<file path="src/common/pbcr_pkg.sv">
// Constants and carrier types for the boot, pin status and regulator extra control registers.
// Assumes an 8-bit register port from the device's serial bus engine and a 50 MHz mclk.
// Function
// - Boot register holds power/reset config, soft-reset selector, boot delay, reserved bit.
// - Selector 1 makes soft reset restore defaults; 0 leaves registers unchanged.
// - Boot delay codes give 80, 120, 220 or 420 ms, each plus 34 ms.
// - Three-bit status reports input limit: off, 100 mA or 500 mA.
// - Four status bits show levels of two power-function and two multipurpose pins.
// - Regulator 2 discharges in hard reset; with bit set also when disabled.
// - Regulator 1 discharges in hard reset; with bit set also when disabled.
// - Regulator 1 scaling cuts FET to 20%; bit set extends it to steady on.
`default_nettype none
package pbcr_pkg;
    // ****************************************
    // Register map
    // ****************************************
    localparam logic [7:0] BOOT_CFG_ADDR  = 8'h1a;
    localparam logic [7:0] PIN_STAT_ADDR  = 8'h1b;
    localparam logic [7:0] EXTRA_CTL_ADDR = 8'h1c;
    localparam logic [7:0] UNMAPPED_DATA  = 8'h00;

    // Boot configuration fields
    localparam int BOOT_PWR_LSB   = 4;
    localparam int BOOT_SFT_BIT   = 3;
    localparam int BOOT_DLY_LSB   = 1;
    localparam int BOOT_RES_BIT   = 0;

    // Pin status fields
    localparam int PIN_ILIM_LSB   = 5;
    localparam int PIN_PFNA_BIT   = 3;
    localparam int PIN_PFNB_BIT   = 2;
    localparam int PIN_MPCB_BIT   = 1;
    localparam int PIN_MPCA_BIT   = 0;
    localparam logic [2:0] ILIM_OFF    = 3'h0;
    localparam logic [2:0] ILIM_100MA  = 3'h1;
    localparam logic [2:0] ILIM_500MA  = 3'h2;

    // Extra control fields
    localparam int EXT_R2_DSC_BIT = 6;
    localparam int EXT_R2_FET_BIT = 5;
    localparam int EXT_R1_DSC_BIT = 1;
    localparam int EXT_R1_FET_BIT = 0;
    localparam logic [7:0] EXT_WRITE_MASK = 8'h63;
    localparam logic [7:0] EXT_RESET      = 8'h00;

    // ****************************************
    // Boot delay timing
    // ****************************************
    localparam int CLK_KHZ       = 50000;
    localparam int DLY0_MS       = 80;
    localparam int DLY1_MS       = 120;
    localparam int DLY2_MS       = 220;
    localparam int DLY3_MS       = 420;
    localparam int DLY_EXTRA_MS  = 34;
    localparam int DLY0_CYCLES   = (DLY0_MS + DLY_EXTRA_MS) * CLK_KHZ;
    localparam int DLY1_CYCLES   = (DLY1_MS + DLY_EXTRA_MS) * CLK_KHZ;
    localparam int DLY2_CYCLES   = (DLY2_MS + DLY_EXTRA_MS) * CLK_KHZ;
    localparam int DLY3_CYCLES   = (DLY3_MS + DLY_EXTRA_MS) * CLK_KHZ;
    localparam int DLY_W         = 25;

    // ****************************************
    // Carriers
    // ****************************************
    typedef struct packed {
        logic [3:0] powerResetConfiguration;
        logic       softResetDefaultSelect;
        logic [1:0] bootDelaySelect;
    } pbcr_boot_s;

    typedef struct packed {
        logic powerFunctionPinALevel;
        logic powerFunctionPinBLevel;
        logic multipurposePinBLevel;
        logic multipurposePinALevel;
    } pbcr_pins_s;

    typedef struct packed {
        logic       read;
        logic       write;
        logic [7:0] addr;
        logic [7:0] wrData;
    } pbcr_req_s;

    typedef enum logic [1:0] {BOOT_LOAD, BOOT_WAIT, BOOT_DONE} pbcr_boot_e;
endpackage
`default_nettype wire

</file>
<file path="src/hw/pbcr_regs.sv">
// Boot configuration, pin/limit status and regulator extra control register bank.
// Assumes the serial bus engine presents one-cycle read/write strobes synchronous to mclk.
`default_nettype none
module pbcr_regs import pbcr_pkg::*; #(
    parameter int DLY0 = DLY0_CYCLES,
    parameter int DLY1 = DLY1_CYCLES,
    parameter int DLY2 = DLY2_CYCLES,
    parameter int DLY3 = DLY3_CYCLES
) (
    // Clock and reset
    input  wire logic       mclk,
    input  wire logic       arst_n,
    // Register port
    input  wire pbcr_req_s  req,
    output var  logic [7:0] rdData_r,
    // Factory straps and soft reset
    input  wire pbcr_boot_s bootStraps,
    input  wire logic       softReset,
    // Status inputs
    input  wire logic [2:0] inputLimitStatus,
    input  wire pbcr_pins_s pinLevels,
    // Regulator state
    input  wire logic       hardResetMode,
    input  wire logic       reg1Enable,
    input  wire logic       reg2Enable,
    input  wire logic       reg1TurnOn,
    input  wire logic       reg2TurnOn,
    // Regulator controls
    output var  logic       reg1Discharge_r,
    output var  logic       reg2Discharge_r,
    output var  logic       reg1FetScale_r,
    output var  logic       reg2FetScale_r,
    output var  logic       bootDone_r
);
    // ****************************************
    // Decode helper
    // ****************************************
    function automatic logic hit(input pbcr_req_s r, input logic [7:0] a);
        hit = (r.read | r.write) && (r.addr == a);
    endfunction

    // ****************************************
    // Boot straps, captured after reset release
    // ****************************************
    pbcr_boot_s boot_r, boot_nxt;
    pbcr_boot_e bst_r, bst_nxt;
    logic [DLY_W-1:0] dly_r, dly_nxt;
    logic bootDone_nxt;

    always_comb begin
        boot_nxt     = boot_r;
        bst_nxt      = bst_r;
        dly_nxt      = dly_r;
        bootDone_nxt = bootDone_r;
        unique case (bst_r)
            BOOT_LOAD: begin
                // Straps are read by a clock edge, never by the async reset
                boot_nxt = bootStraps;
                bst_nxt  = BOOT_WAIT;
                unique case (bootStraps.bootDelaySelect)
                    2'h0: dly_nxt = DLY_W'(DLY0 - 1);
                    2'h1: dly_nxt = DLY_W'(DLY1 - 1);
                    2'h2: dly_nxt = DLY_W'(DLY2 - 1);
                    2'h3: dly_nxt = DLY_W'(DLY3 - 1);
                endcase
            end
            BOOT_WAIT: begin
                if (dly_r == '0) begin
                    bst_nxt      = BOOT_DONE;
                    bootDone_nxt = 1'b1;
                end else begin
                    dly_nxt = dly_r - 1'b1;
                end
            end
            BOOT_DONE: bootDone_nxt = 1'b1;
        endcase
    end

    always_ff @(posedge mclk or negedge arst_n) begin
        if (!arst_n) begin
            boot_r     <= '0;
            bst_r      <= BOOT_LOAD;
            dly_r      <= '0;
            bootDone_r <= 1'b0;
        end else begin
            boot_r     <= boot_nxt;
            bst_r      <= bst_nxt;
            dly_r      <= dly_nxt;
            bootDone_r <= bootDone_nxt;
        end
    end

    // ****************************************
    // Writable extra control
    // ****************************************
    logic [7:0] ext_r, ext_nxt;

    always_comb begin
        ext_nxt = ext_r;
        // soft reset restores defaults only when selected
        if (softReset && boot_r.softResetDefaultSelect) begin
            ext_nxt = EXT_RESET;
        end else if (req.write && hit(req, EXTRA_CTL_ADDR)) begin
            ext_nxt = req.wrData & EXT_WRITE_MASK;
        end
    end

    always_ff @(posedge mclk or negedge arst_n) begin
        if (!arst_n) begin
            ext_r <= EXT_RESET;
        end else begin
            ext_r <= ext_nxt;
        end
    end

    // ****************************************
    // Read path
    // ****************************************
    logic [7:0] bootByte, pinByte, rdData_nxt;

    always_comb begin
        bootByte = {boot_r.powerResetConfiguration, boot_r.softResetDefaultSelect,
                    boot_r.bootDelaySelect, 1'b0};
        pinByte = {inputLimitStatus, 1'b0, pinLevels.powerFunctionPinALevel,
                   pinLevels.powerFunctionPinBLevel, pinLevels.multipurposePinBLevel,
                   pinLevels.multipurposePinALevel};
        rdData_nxt = rdData_r;
        if (req.read) begin
            if (hit(req, BOOT_CFG_ADDR)) begin
                rdData_nxt = bootByte;
            end else if (hit(req, PIN_STAT_ADDR)) begin
                rdData_nxt = pinByte;
            end else if (hit(req, EXTRA_CTL_ADDR)) begin
                rdData_nxt = ext_r;
            end else begin
                rdData_nxt = UNMAPPED_DATA;
            end
        end
    end

    always_ff @(posedge mclk or negedge arst_n) begin
        if (!arst_n) begin
            rdData_r <= '0;
        end else begin
            rdData_r <= rdData_nxt;
        end
    end

    // ****************************************
    // Regulator control outputs
    // ****************************************
    logic r1Dsc_nxt, r2Dsc_nxt, r1Fet_nxt, r2Fet_nxt;

    always_comb begin
        r1Dsc_nxt = hardResetMode | (ext_r[EXT_R1_DSC_BIT] & ~reg1Enable);
        r2Dsc_nxt = hardResetMode | (ext_r[EXT_R2_DSC_BIT] & ~reg2Enable);
        // regulator 1 scaling at turn-on; bit set extends it to steady on
        r1Fet_nxt = reg1TurnOn | (ext_r[EXT_R1_FET_BIT] & reg1Enable);
        r2Fet_nxt = reg2TurnOn | (ext_r[EXT_R2_FET_BIT] & reg2Enable);
    end

    always_ff @(posedge mclk or negedge arst_n) begin
        if (!arst_n) begin
            reg1Discharge_r <= 1'b0;
            reg2Discharge_r <= 1'b0;
            reg1FetScale_r  <= 1'b0;
            reg2FetScale_r  <= 1'b0;
        end else begin
            reg1Discharge_r <= r1Dsc_nxt;
            reg2Discharge_r <= r2Dsc_nxt;
            reg1FetScale_r  <= r1Fet_nxt;
            reg2FetScale_r  <= r2Fet_nxt;
        end
    end
endmodule // pbcr_regs
`default_nettype wire

</file>
<file path="config.mk">
export PLATFORM = sky130hd
export DESIGN_NAME = pbcr_regs
export DESIGN_NICKNAME = d
export VERILOG_FILES = /design/src/common/pbcr_pkg.sv /design/src/hw/pbcr_regs.sv
export SDC_FILE = /design/constraint.sdc
export NUM_CORES = 1
export LEC_CHECK = 0
export ABC_AREA = 1
export BUFFER_PORTS_ARGS = -buffer_cell sky130_fd_sc_hd__buf_4
export CAP_MARGIN = 15
export CORE_MARGIN = 1
export CORE_UTILIZATION = 30
export DETAILED_ROUTE_END_ITERATION = 7
export GPL_ROUTABILITY_DRIVEN = 0
export GPL_TIMING_DRIVEN = 0
export SYNTH_ARGS = -nofsm -noshare
export SYNTH_HDL_FRONTEND = slang
export SYNTH_SLANG_ARGS = --single-unit
</file>
<file path="constraint.sdc">
create_clock -name mclk -period 2.26 [get_ports mclk]
set_clock_uncertainty 0.2 [all_clocks]
set_input_delay 0.452 -clock mclk [delete_from_list [all_inputs] [get_ports mclk]]
set_output_delay 0.452 -clock mclk [all_outputs]
set_load 0.03 [all_outputs]
</file>
==> results of run 1 <==
synthesized netlist by cell type (all sizes together) (3+ instances only):
cell type,n
o21ai,35
o22ai,5
nand4,6
nand3,31
nor2,76
ha,8
xnor2,3
nor3,5
a21oi,8
nand2,139
buf,6
xor2,3
dfrtp,51
inv,64
layer usage:
layer / up-vias / wire, um
li1: 1500 / -
met1: 1305 / 3700
met2: 97 / 3660
met3: 6 / 559
met4: 0 / 69
met5: - / 0
state kept, by name, summed over array words and instances, names as in the netlist:
register         flops
dly_r               25
rdData_r             8
bootByte             7
ext_r                4
bst_r                2
bootDone_r           1
reg1Discharge_r      1
reg1FetScale_r       1
reg2Discharge_r      1
reg2FetScale_r       1
critical path: stages (launching register included):
cell,delay (ns)
dfrtp_1,0.42
nor2_1,0.20
nand2_1,0.18
nor2_1,0.18
nand3_2,0.10
nand2_2,0.12
nand2_4,0.08
inv_2,0.20
nand2_1,0.08
nand2_1,0.08
inv_1,0.04
cells by family (layout without fill, tap and decap cells):
kind of cell,count (synthesis),count (layout),share of synthesized area (%)
DFF,51,51,41.1
and+or+nand+nor,260,260,35.5
buffers and inverters,72,128,9.44
AOI/OAI and AO/OA,51,51,9.03
adders and majority gates,8,8,3.23
xor gates and xnor gates,6,6,1.69
repair_timing:
action / CTS / global route
hold endpoints to repair: 17 / 0
hold buffers: 1 / 0
buffers inserted: 0 / 0
endpoints found under the setup margin: 0 / 0
worst min-delay path by stage:
stage	to	from	slack, ns	cells after the start
2_1_floorplan	bootByte[1]$_DFFE_PN0P_	arst_n	-0.04	0
3_3_place_gp	bootDone_r$_DFFE_PN0P_	bootDone_r$_DFFE_PN0P_	0.26	2
3_5_place_dp	bootDone_r$_DFFE_PN0P_	bootDone_r$_DFFE_PN0P_	0.26	2
4_1_cts	reg2FetScale_r$_DFF_PN0_	reg2TurnOn	0.12	2
5_1_grt	reg2FetScale_r$_DFF_PN0_	reg2TurnOn	0.12	2
6_report	reg2FetScale_r$_DFF_PN0_	reg2TurnOn	0.13	2
through the flow:
stage	area, um^2	util, %	hold slack (ns)
floorplan	3100	-	-0.0436
CTS	3720	37.6	0.118
global route	3720	37.6	0.119
finish	3720	37.6	0.126
global placement	3620	36.6	0.256
detailed placement	3620	36.6	0.259
where the power goes:
part           switching [mW]  internal [mW]  total, mW
logic                   0.123         0.0931      0.216
registers              0.0398          0.949      0.988
clock network           0.340          0.225      0.565
cell type report:
cell class              instances  area [um^2]
fillers                      1063         6190
multi-input cells             325         1530
flip-flops and latches         51         1280
repair buffers                 48          363
inverters                      65          244
well taps                     133          166
clock buffers                   5         68.8
plain buffers                   7         48.8
clock inverters                 3         22.5
==> impl_metrics.json, run 1 <==
{
  "rsz0062_at_grt": "no",
  "p_leak_nw": 1.94,
  "arrival_ns": 1.97,
  "final_common_cell": "nand2_1",
  "path_clk_slew_ns": 0.10,
  "antenna_left": 0,
  "antenna_found_initial": 0,
  "fin_nets": 551,
  "syn_inst": 448,
  "grt.busiest_layer": "met2",
  "place_inst": 628,
  "p_total_mw": 1.77,
  "r2r-end": "dly_r[17]$_DFFE_PN0P_",
  "die-area_um2": 10800,
  "grt.met3_usage_pct": 3.21,
  "die_h_um": 104,
  "maxCapViolations": 0,
  "rows": 36,
  "core_area_um2": 9910,
  "drc": 0,
  "grt_pass1_vias": 2768,
  "dr_total_vias": 2908,
  "grt_usage_pct": 15.3,
  "r2r-start": "dly_r[5]$_DFFE_PN0P_",
  "setup_violations": 0,
  "worstMarginPinSlew_ns": 0.673,
  "clock_path_buffers": 2,
  "wirelength_um": 7990,
  "synth-seq-cells": 51,
  "status": "complete, no violations",
  "yosysTopAreaCellShare_pct": 41.1,
  "hpwl_um": 6070,
  "endpoint": "dly_r[17]$_DFFE_PN0P_",
  "p_per_area_nw_per_um2": 475,
  "end_kind": "register",
  "grt_max_degree": 52,
  "max_freq_mhz": 510,
  "fin_cells": 637,
  "finalWorstSetupSlack_ns": 0.299,
  "cts-root-buf": "clkbuf_8",
  "startpoint": "dly_r[5]$_DFFE_PN0P_",
  "slew_headroom_pct": 55.1,
  "area_delta_synth_final_pct": 20.0,
  "async_reset_ff_share_pct": 100,
  "min_path_type": "input pin to register",
  "synth_edf_count": 0,
  "ctsResizeCount": 0,
  "die_width_um": 104,
  "period_needed_ns": 1.96,
  "r2r_slack_ns": 0.30,
  "cts_sinks": 51,
  "cts_buffers": 5,
  "ioPinCount": 53,
  "cp.required_ns": 2.27,
  "yosysSeqAreaShare_pct": 41.1,
  "cts_tree": "yes",
  "r2r_cells": 10,
  "h-tree-depth": 2,
  "final_cell_mix": "134 x nand2_1, 65 x nor2_1, 63 x inv_1, 51 x dfrtp_1, 48 x buf_4",
  "pre_cts_slack_ns": 0.331,
  "ys_types": 31,
  "grt_pass1_wl_um": 13300,
  "hold_violations": 0,
  "crit_fanout": 10,
  "drt-initial-drc-count": 141,
  "wire_per_inst_um": 12.5,
  "ir_drop_uv": 216,
  "synth_top_area_cell": "dfrtp_1",
  "viasPerCell": 4.57,
  "start_util_pct": 31.3,
  "syn_avg_cell_area_um2": 6.93,
  "use_met2_pct": 25.7,
  "dr.pass1.iters": 5,
  "insertion_delay_ns": 0.31,
  "ys.flop_type": "dfrtp_1",
  "synthesis.area_um2": 3100,
  "tns_ns": 0,
  "finalCritPeriodShare_pct": 86.8,
  "path_class": "register to register",
  "n_antenna_cell": 0,
  "syn_nets": 496,
  "drive_gt1_share_pct": 16.5,
  "grt-ovfl-total": 0,
  "cp-start-kind": "register",
  "io_buffers": 47,
  "gr-usage-met1_pct": 20.0,
  "synth_warnings": 0,
  "finalMaxSlewViolations": 0,
  "synth_area_leaders": "dfrtp_1 41%, nand2_1 16%, nor2_1 7.9%"
}
Power figures use the tool's default switching activity.
==> run 2: changes to the inputs <==
- BUFFER_PORTS_ARGS: -buffer_cell sky130_fd_sc_hd__buf_4 -> -buffer_cell sky130_fd_sc_hd__buf_2
==> run 2 against run 1 <==
  * First-iteration DRC count down 11%
  * Non-clock buffer count is 1 higher
  * Hold slack lost 0.0042 ns
  * Design area fell by 2.7%
  * Power fell by 1.5%
  * Sequential share of layout area rose by 0.95 points
  * Via count increased by 0.48%
  * Clock-buffer cell count rose by 1
  * Final cell count is 0.16% higher
  * Global-route usage is 0.074 points lower
  * Critical path type unchanged
  * Highest routed layer unchanged
==> impl_metrics.json, run 2 (synthesis results as in run 1) <==
{
  "status": "complete, no violations",
  "finalCritPeriodShare_pct": 86.4,
  "crit_fanout": 10,
  "die_width_um": 104,
  "worstMarginPinSlew_ns": 0.438,
  "core_area_um2": 9910,
  "ioPinCount": 53,
  "wirelength_um": 7900,
  "n_antenna_cell": 0,
  "die-area_um2": 10800,
  "slowest_stage": "dfrtp_1",
  "maxCapViolations": 0,
  "drt-initial-drc-count": 126,
  "cts_sinks": 51,
  "hpwl_um": 6170,
  "drive_gt1_share_pct": 16.4,
  "power_frac_comb_pct": 11.6,
  "grt_max_degree": 40,
  "area_delta_synth_final_pct": 16.8,
  "rows": 36,
  "end_kind": "register",
  "top_register": "dly_r",
  "start_util_pct": 31.3,
  "grt_usage_pct": 15.2,
  "finalMaxSlewViolations": 0,
  "switching_share_pct": 28.3,
  "fin_cells": 638,
  "hold_buffers": 1,
  "grt_pass1_wl_um": 13200,
  "ctsResizeCount": 0,
  "cp-start-kind": "register",
  "cts_buffers": 5,
  "cts_tree": "yes",
  "insertion_delay_ns": 0.31,
  "setup_violations": 0,
  "die_h_um": 104,
  "p_leak_nw": 1.91,
  "post_cts_buffers": 0,
  "crit_family": "simple AND/OR/NAND/NOR gates",
  "seqPwrFrac_pct": 56.7,
  "grt-ovfl-total": 0,
  "final_cell_mix": "134 x nand2_1, 65 x nor2_1, 63 x inv_1, 51 x dfrtp_1, 50 x buf_2",
  "clkPwrFrac_pct": 31.7,
  "rsz0062_at_grt": "no",
  "min_path_type": "input pin to register",
  "antenna_left": 0,
  "period_needed_ns": 1.95,
  "path_class": "register to register",
  "antenna_found_initial": 0,
  "crit_top_cell": "nand2_1",
  "max_freq_mhz": 512,
  "critPathBufInv": 2,
  "cp.required_ns": 2.26,
  "cts-root-buf": "clkbuf_8",
  "viasPerCell": 4.58,
  "largest_reg_flops": 25,
  "grt_pass1_vias": 2849,
  "p_sw_mw": 0.494,
  "crit_chain": "nor2_1 -> nand2_1 -> nor2_1 -> nand3_2 -> nand2_2 -> nand2_4 -> inv_2 -> nand2_1 -> nand2_1 -> inv_1",
  "intPower_mw": 1.25,
  "final_common_cell": "nand2_1",
  "clock_path_buffers": 2,
  "ir_drop_uv": 247,
  "path_clk_slew_ns": 0.11,
  "place_inst": 629,
  "fin_nets": 552,
  "p_total_mw": 1.74,
  "wire_per_inst_um": 12.4,
  "slowest_delay_ns": 0.43,
  "slew_headroom_pct": 70.5,
  "io_buffers": 47,
  "dr_total_vias": 2922,
  "h-tree-depth": 2,
  "arrival_ns": 1.96,
  "hold_violations": 0,
  "p_per_area_nw_per_um2": 481,
  "tns_ns": 0,
  "dr.pass1.iters": 4,
  "drc": 0
}
run 2: cell type report:
type                       instances  area [um^2]
buffer                             7         48.8
tap                              133          166
sequential                        51         1280
clock inverter                     2         16.3
clock buffer                       6         72.6
inverter                          65          244
multi-input combinational        325         1530
timing repair buffer              49          265
fill                            1101         6290
run 2: power by group through the flow:
stage          combinational, mW  clock (mW)  sequential [mW]
6_report                   0.202       0.553            0.988
5_1_grt                    0.232       0.598            0.992
4_1_cts                    0.204       0.568            0.987
3_5_place_dp               0.202           0             1.00
3_3_place_gp               0.193           0             1.00
2_1_floorplan              0.104           0             1.01
run 2: layer usage:
metal	vias up	routed length [um]	global-route usage, %
met4	0	44	3.88
met3	4	412	2.89
met1	1344	3790	19.6
met5	-	0	0
met2	68	3650	26.2
li1	1506	-	-
run 2: through the flow:
stage	hold slack [ns]	instance area, um^2	setup WS (ns)	utilization (%)
6_report	0.121	3620	0.308	36.6
5_1_grt	0.118	3620	0.144	36.6
4_1_cts	0.115	3620	0.309	36.6
3_5_place_dp	0.178	3520	0.344	35.6
3_3_place_gp	0.249	3500	0.370	35.4
2_1_floorplan	-0.0436	3100	0.649	-
run 2: worst paths after layout:
kind / from / endpoint / slack [ns] / cells after the start
max in group asynchronous: arst_n / bootDone_r$_DFFE_PN0P_ / 0.97 / 3
min: reg2TurnOn / reg2FetScale_r$_DFF_PN0_ / 0.12 / 2
min in group asynchronous: arst_n / dly_r[23]$_DFFE_PN0P_ / 0.36 / 2
min reg2reg: bootDone_r$_DFFE_PN0P_ / bootDone_r$_DFFE_PN0P_ / 0.27 / 2
max reg2reg: dly_r[5]$_DFFE_PN0P_ / dly_r[17]$_DFFE_PN0P_ / 0.31 / 10
max: dly_r[5]$_DFFE_PN0P_ / dly_r[17]$_DFFE_PN0P_ / 0.31 / 10
==> run 3: changes to the inputs <==
- clock period: 2.26 -> 2.1 ns (I/O delays scaled with it)
==> run 3 against run 2 <==
  * Critical path depth down 1
  * First-iteration DRC count stayed put
  * Sequential power grew 7%
  * Die area stayed put
  * Non-clock buffer count unchanged
  * Power is 7.6% higher
  * Clock-buffer cell count unchanged
  * Design area about the same
==> impl_metrics.json, run 3 (synthesis results as in run 1) <==
{
  "status": "complete, no violations",
  "grt_max_degree": 40,
  "path_class": "register to register",
  "path_clk_slew_ns": 0.11,
  "final_cell_area_um2": 3630,
  "wire_per_inst_um": 12.4,
  "top_register": "dly_r",
  "rows": 36,
  "hpwl_um": 6170,
  "hold_ws_ns": 0.0892,
  "viasPerCell": 4.57,
  "p_per_area_nw_per_um2": 517,
  "antenna_left": 0,
  "cts_buffers": 5,
  "cts_sinks": 51,
  "final_cell_mix": "134 x nand2_1, 65 x nor2_1, 63 x inv_1, 51 x dfrtp_1, 50 x buf_2",
  "grt_pass1_wl_um": 13200,
  "setup_violations": 0,
  "core_area_um2": 9910,
  "drt-initial-drc-count": 126,
  "dpl_cell_area_um2": 3520,
  "die_width_um": 104,
  "final_common_cell": "nand2_1",
  "crit_chain": "nor2_1 -> nand2_1 -> nor2_1 -> nand3_2 -> nand2_2 -> nand2_4 -> buf_4 -> nand2_1 -> o21ai_1",
  "crit_family": "simple AND/OR/NAND/NOR gates",
  "fin_cells": 638,
  "arrival_ns": 1.91,
  "h-tree-depth": 2,
  "ir_drop_uv": 266,
  "finalCritPeriodShare_pct": 91.5,
  "n_fill_cell": 1100,
  "slowest_stage": "dfrtp_1",
  "hold_violations": 0,
  "finish.utilization_pct": 36.6,
  "area_delta_synth_final_pct": 16.9,
  "slowest_delay_ns": 0.43,
  "max_freq_mhz": 521,
  "maxCapViolations": 0,
  "largest_reg_flops": 25,
  "crit_fanout": 10,
  "grt-ovfl-total": 0,
  "grt_pass1_vias": 2849,
  "place_inst": 629,
  "min_path_type": "input pin to register",
  "die_h_um": 104,
  "finalMaxSlewViolations": 0,
  "start_util_pct": 31.3,
  "dr_total_vias": 2915,
  "antenna_found_initial": 0,
  "clock_path_buffers": 2,
  "dr.pass1.iters": 4,
  "cts-root-buf": "clkbuf_8",
  "cp-start-kind": "register",
  "critPathBufInv": 1,
  "slew_headroom_pct": 70.7,
  "cts_tree": "yes",
  "rsz0062_at_grt": "no",
  "period_needed_ns": 1.92,
  "n_antenna_cell": 0,
  "io_buffers": 47,
  "tns_ns": 0,
  "grt_usage_pct": 15.2,
  "die-area_um2": 10800,
  "ioPinCount": 53,
  "drc": 0,
  "wirelength_um": 7880,
  "worstMarginPinSlew_ns": 0.435,
  "cp.required_ns": 2.09,
  "drive_gt1_share_pct": 16.4,
  "post_cts_buffers": 0,
  "fin_nets": 552,
  "insertion_delay_ns": 0.31,
  "end_kind": "register",
  "p_leak_nw": 1.91
}
[run 3: worst paths after layout]
check	from	cells past startpoint	to	slack [ns]
worst max register to register	dly_r[5]$_DFFE_PN0P_	9	dly_r[13]$_DFFE_PN0P_	0.18
max in group asynchronous	arst_n	3	bootDone_r$_DFFE_PN0P_	0.85
worst max-delay path	dly_r[5]$_DFFE_PN0P_	9	dly_r[13]$_DFFE_PN0P_	0.18
worst min register to register	bootDone_r$_DFFE_PN0P_	2	bootDone_r$_DFFE_PN0P_	0.27
worst min-delay path	reg2TurnOn	2	reg2FetScale_r$_DFF_PN0_	0.09
min in group asynchronous	arst_n	2	dly_r[6]$_DFFE_PN0P_	0.32
[run 3: repair_timing]
| action | 4_1_cts | 5_1_grt |
|---|---|---|
| endpoints found under the hold margin | 12 | 0 |
| gates resized for setup | 0 | 1 |
| setup endpoints to repair | 0 | 1 |
| hold buffers | 1 | 0 |
[run 3: report_power, final]
part	total (mW)	switching, mW	internal, mW
clock network	0.595	0.355	0.240
registers	1.06	0.0424	1.02
logic	0.217	0.134	0.0828
total	1.88	0.531	1.34
[run 3: worst register-to-register path: cells and delay by family, from the launching register on]
kind	cells	cell delay, ns
simple gates	7	0.91
flops	1	0.43
buf+inv	1	0.20
compound gates	1	0.06
[run 3: through the flow]
stage / setup WS (ns) / power, mW
2_1_floorplan: 0.489 / 1.20
3_3_place_gp: 0.210 / 1.29
3_5_place_dp: 0.184 / 1.30
4_1_cts: 0.149 / 1.89
5_1_grt: 0.0149 / 1.96
6_report: 0.179 / 1.88
[run 3: final cells by class]
type                    count  area [um^2]  area share [%]
repair buffers             49          265            7.32
plain buffers               7         48.8            1.35
well taps                 133          166            4.59
inverters                  65          246            6.80
flip-flops and latches     51         1280            35.2
clock inverters             2         16.3           0.449
multi-input cells         325         1530            42.3
clock buffers               6         72.6            2.00
[run 3: routing by layer]
metal / vias up / routed length (um) / track usage [%]
met5: - / 0 / 0
met4: 0 / 60 / 3.88
met3: 6 / 356 / 2.89
met2: 61 / 3650 / 26.2
met1: 1344 / 3820 / 19.6
li1: 1504 / - / -
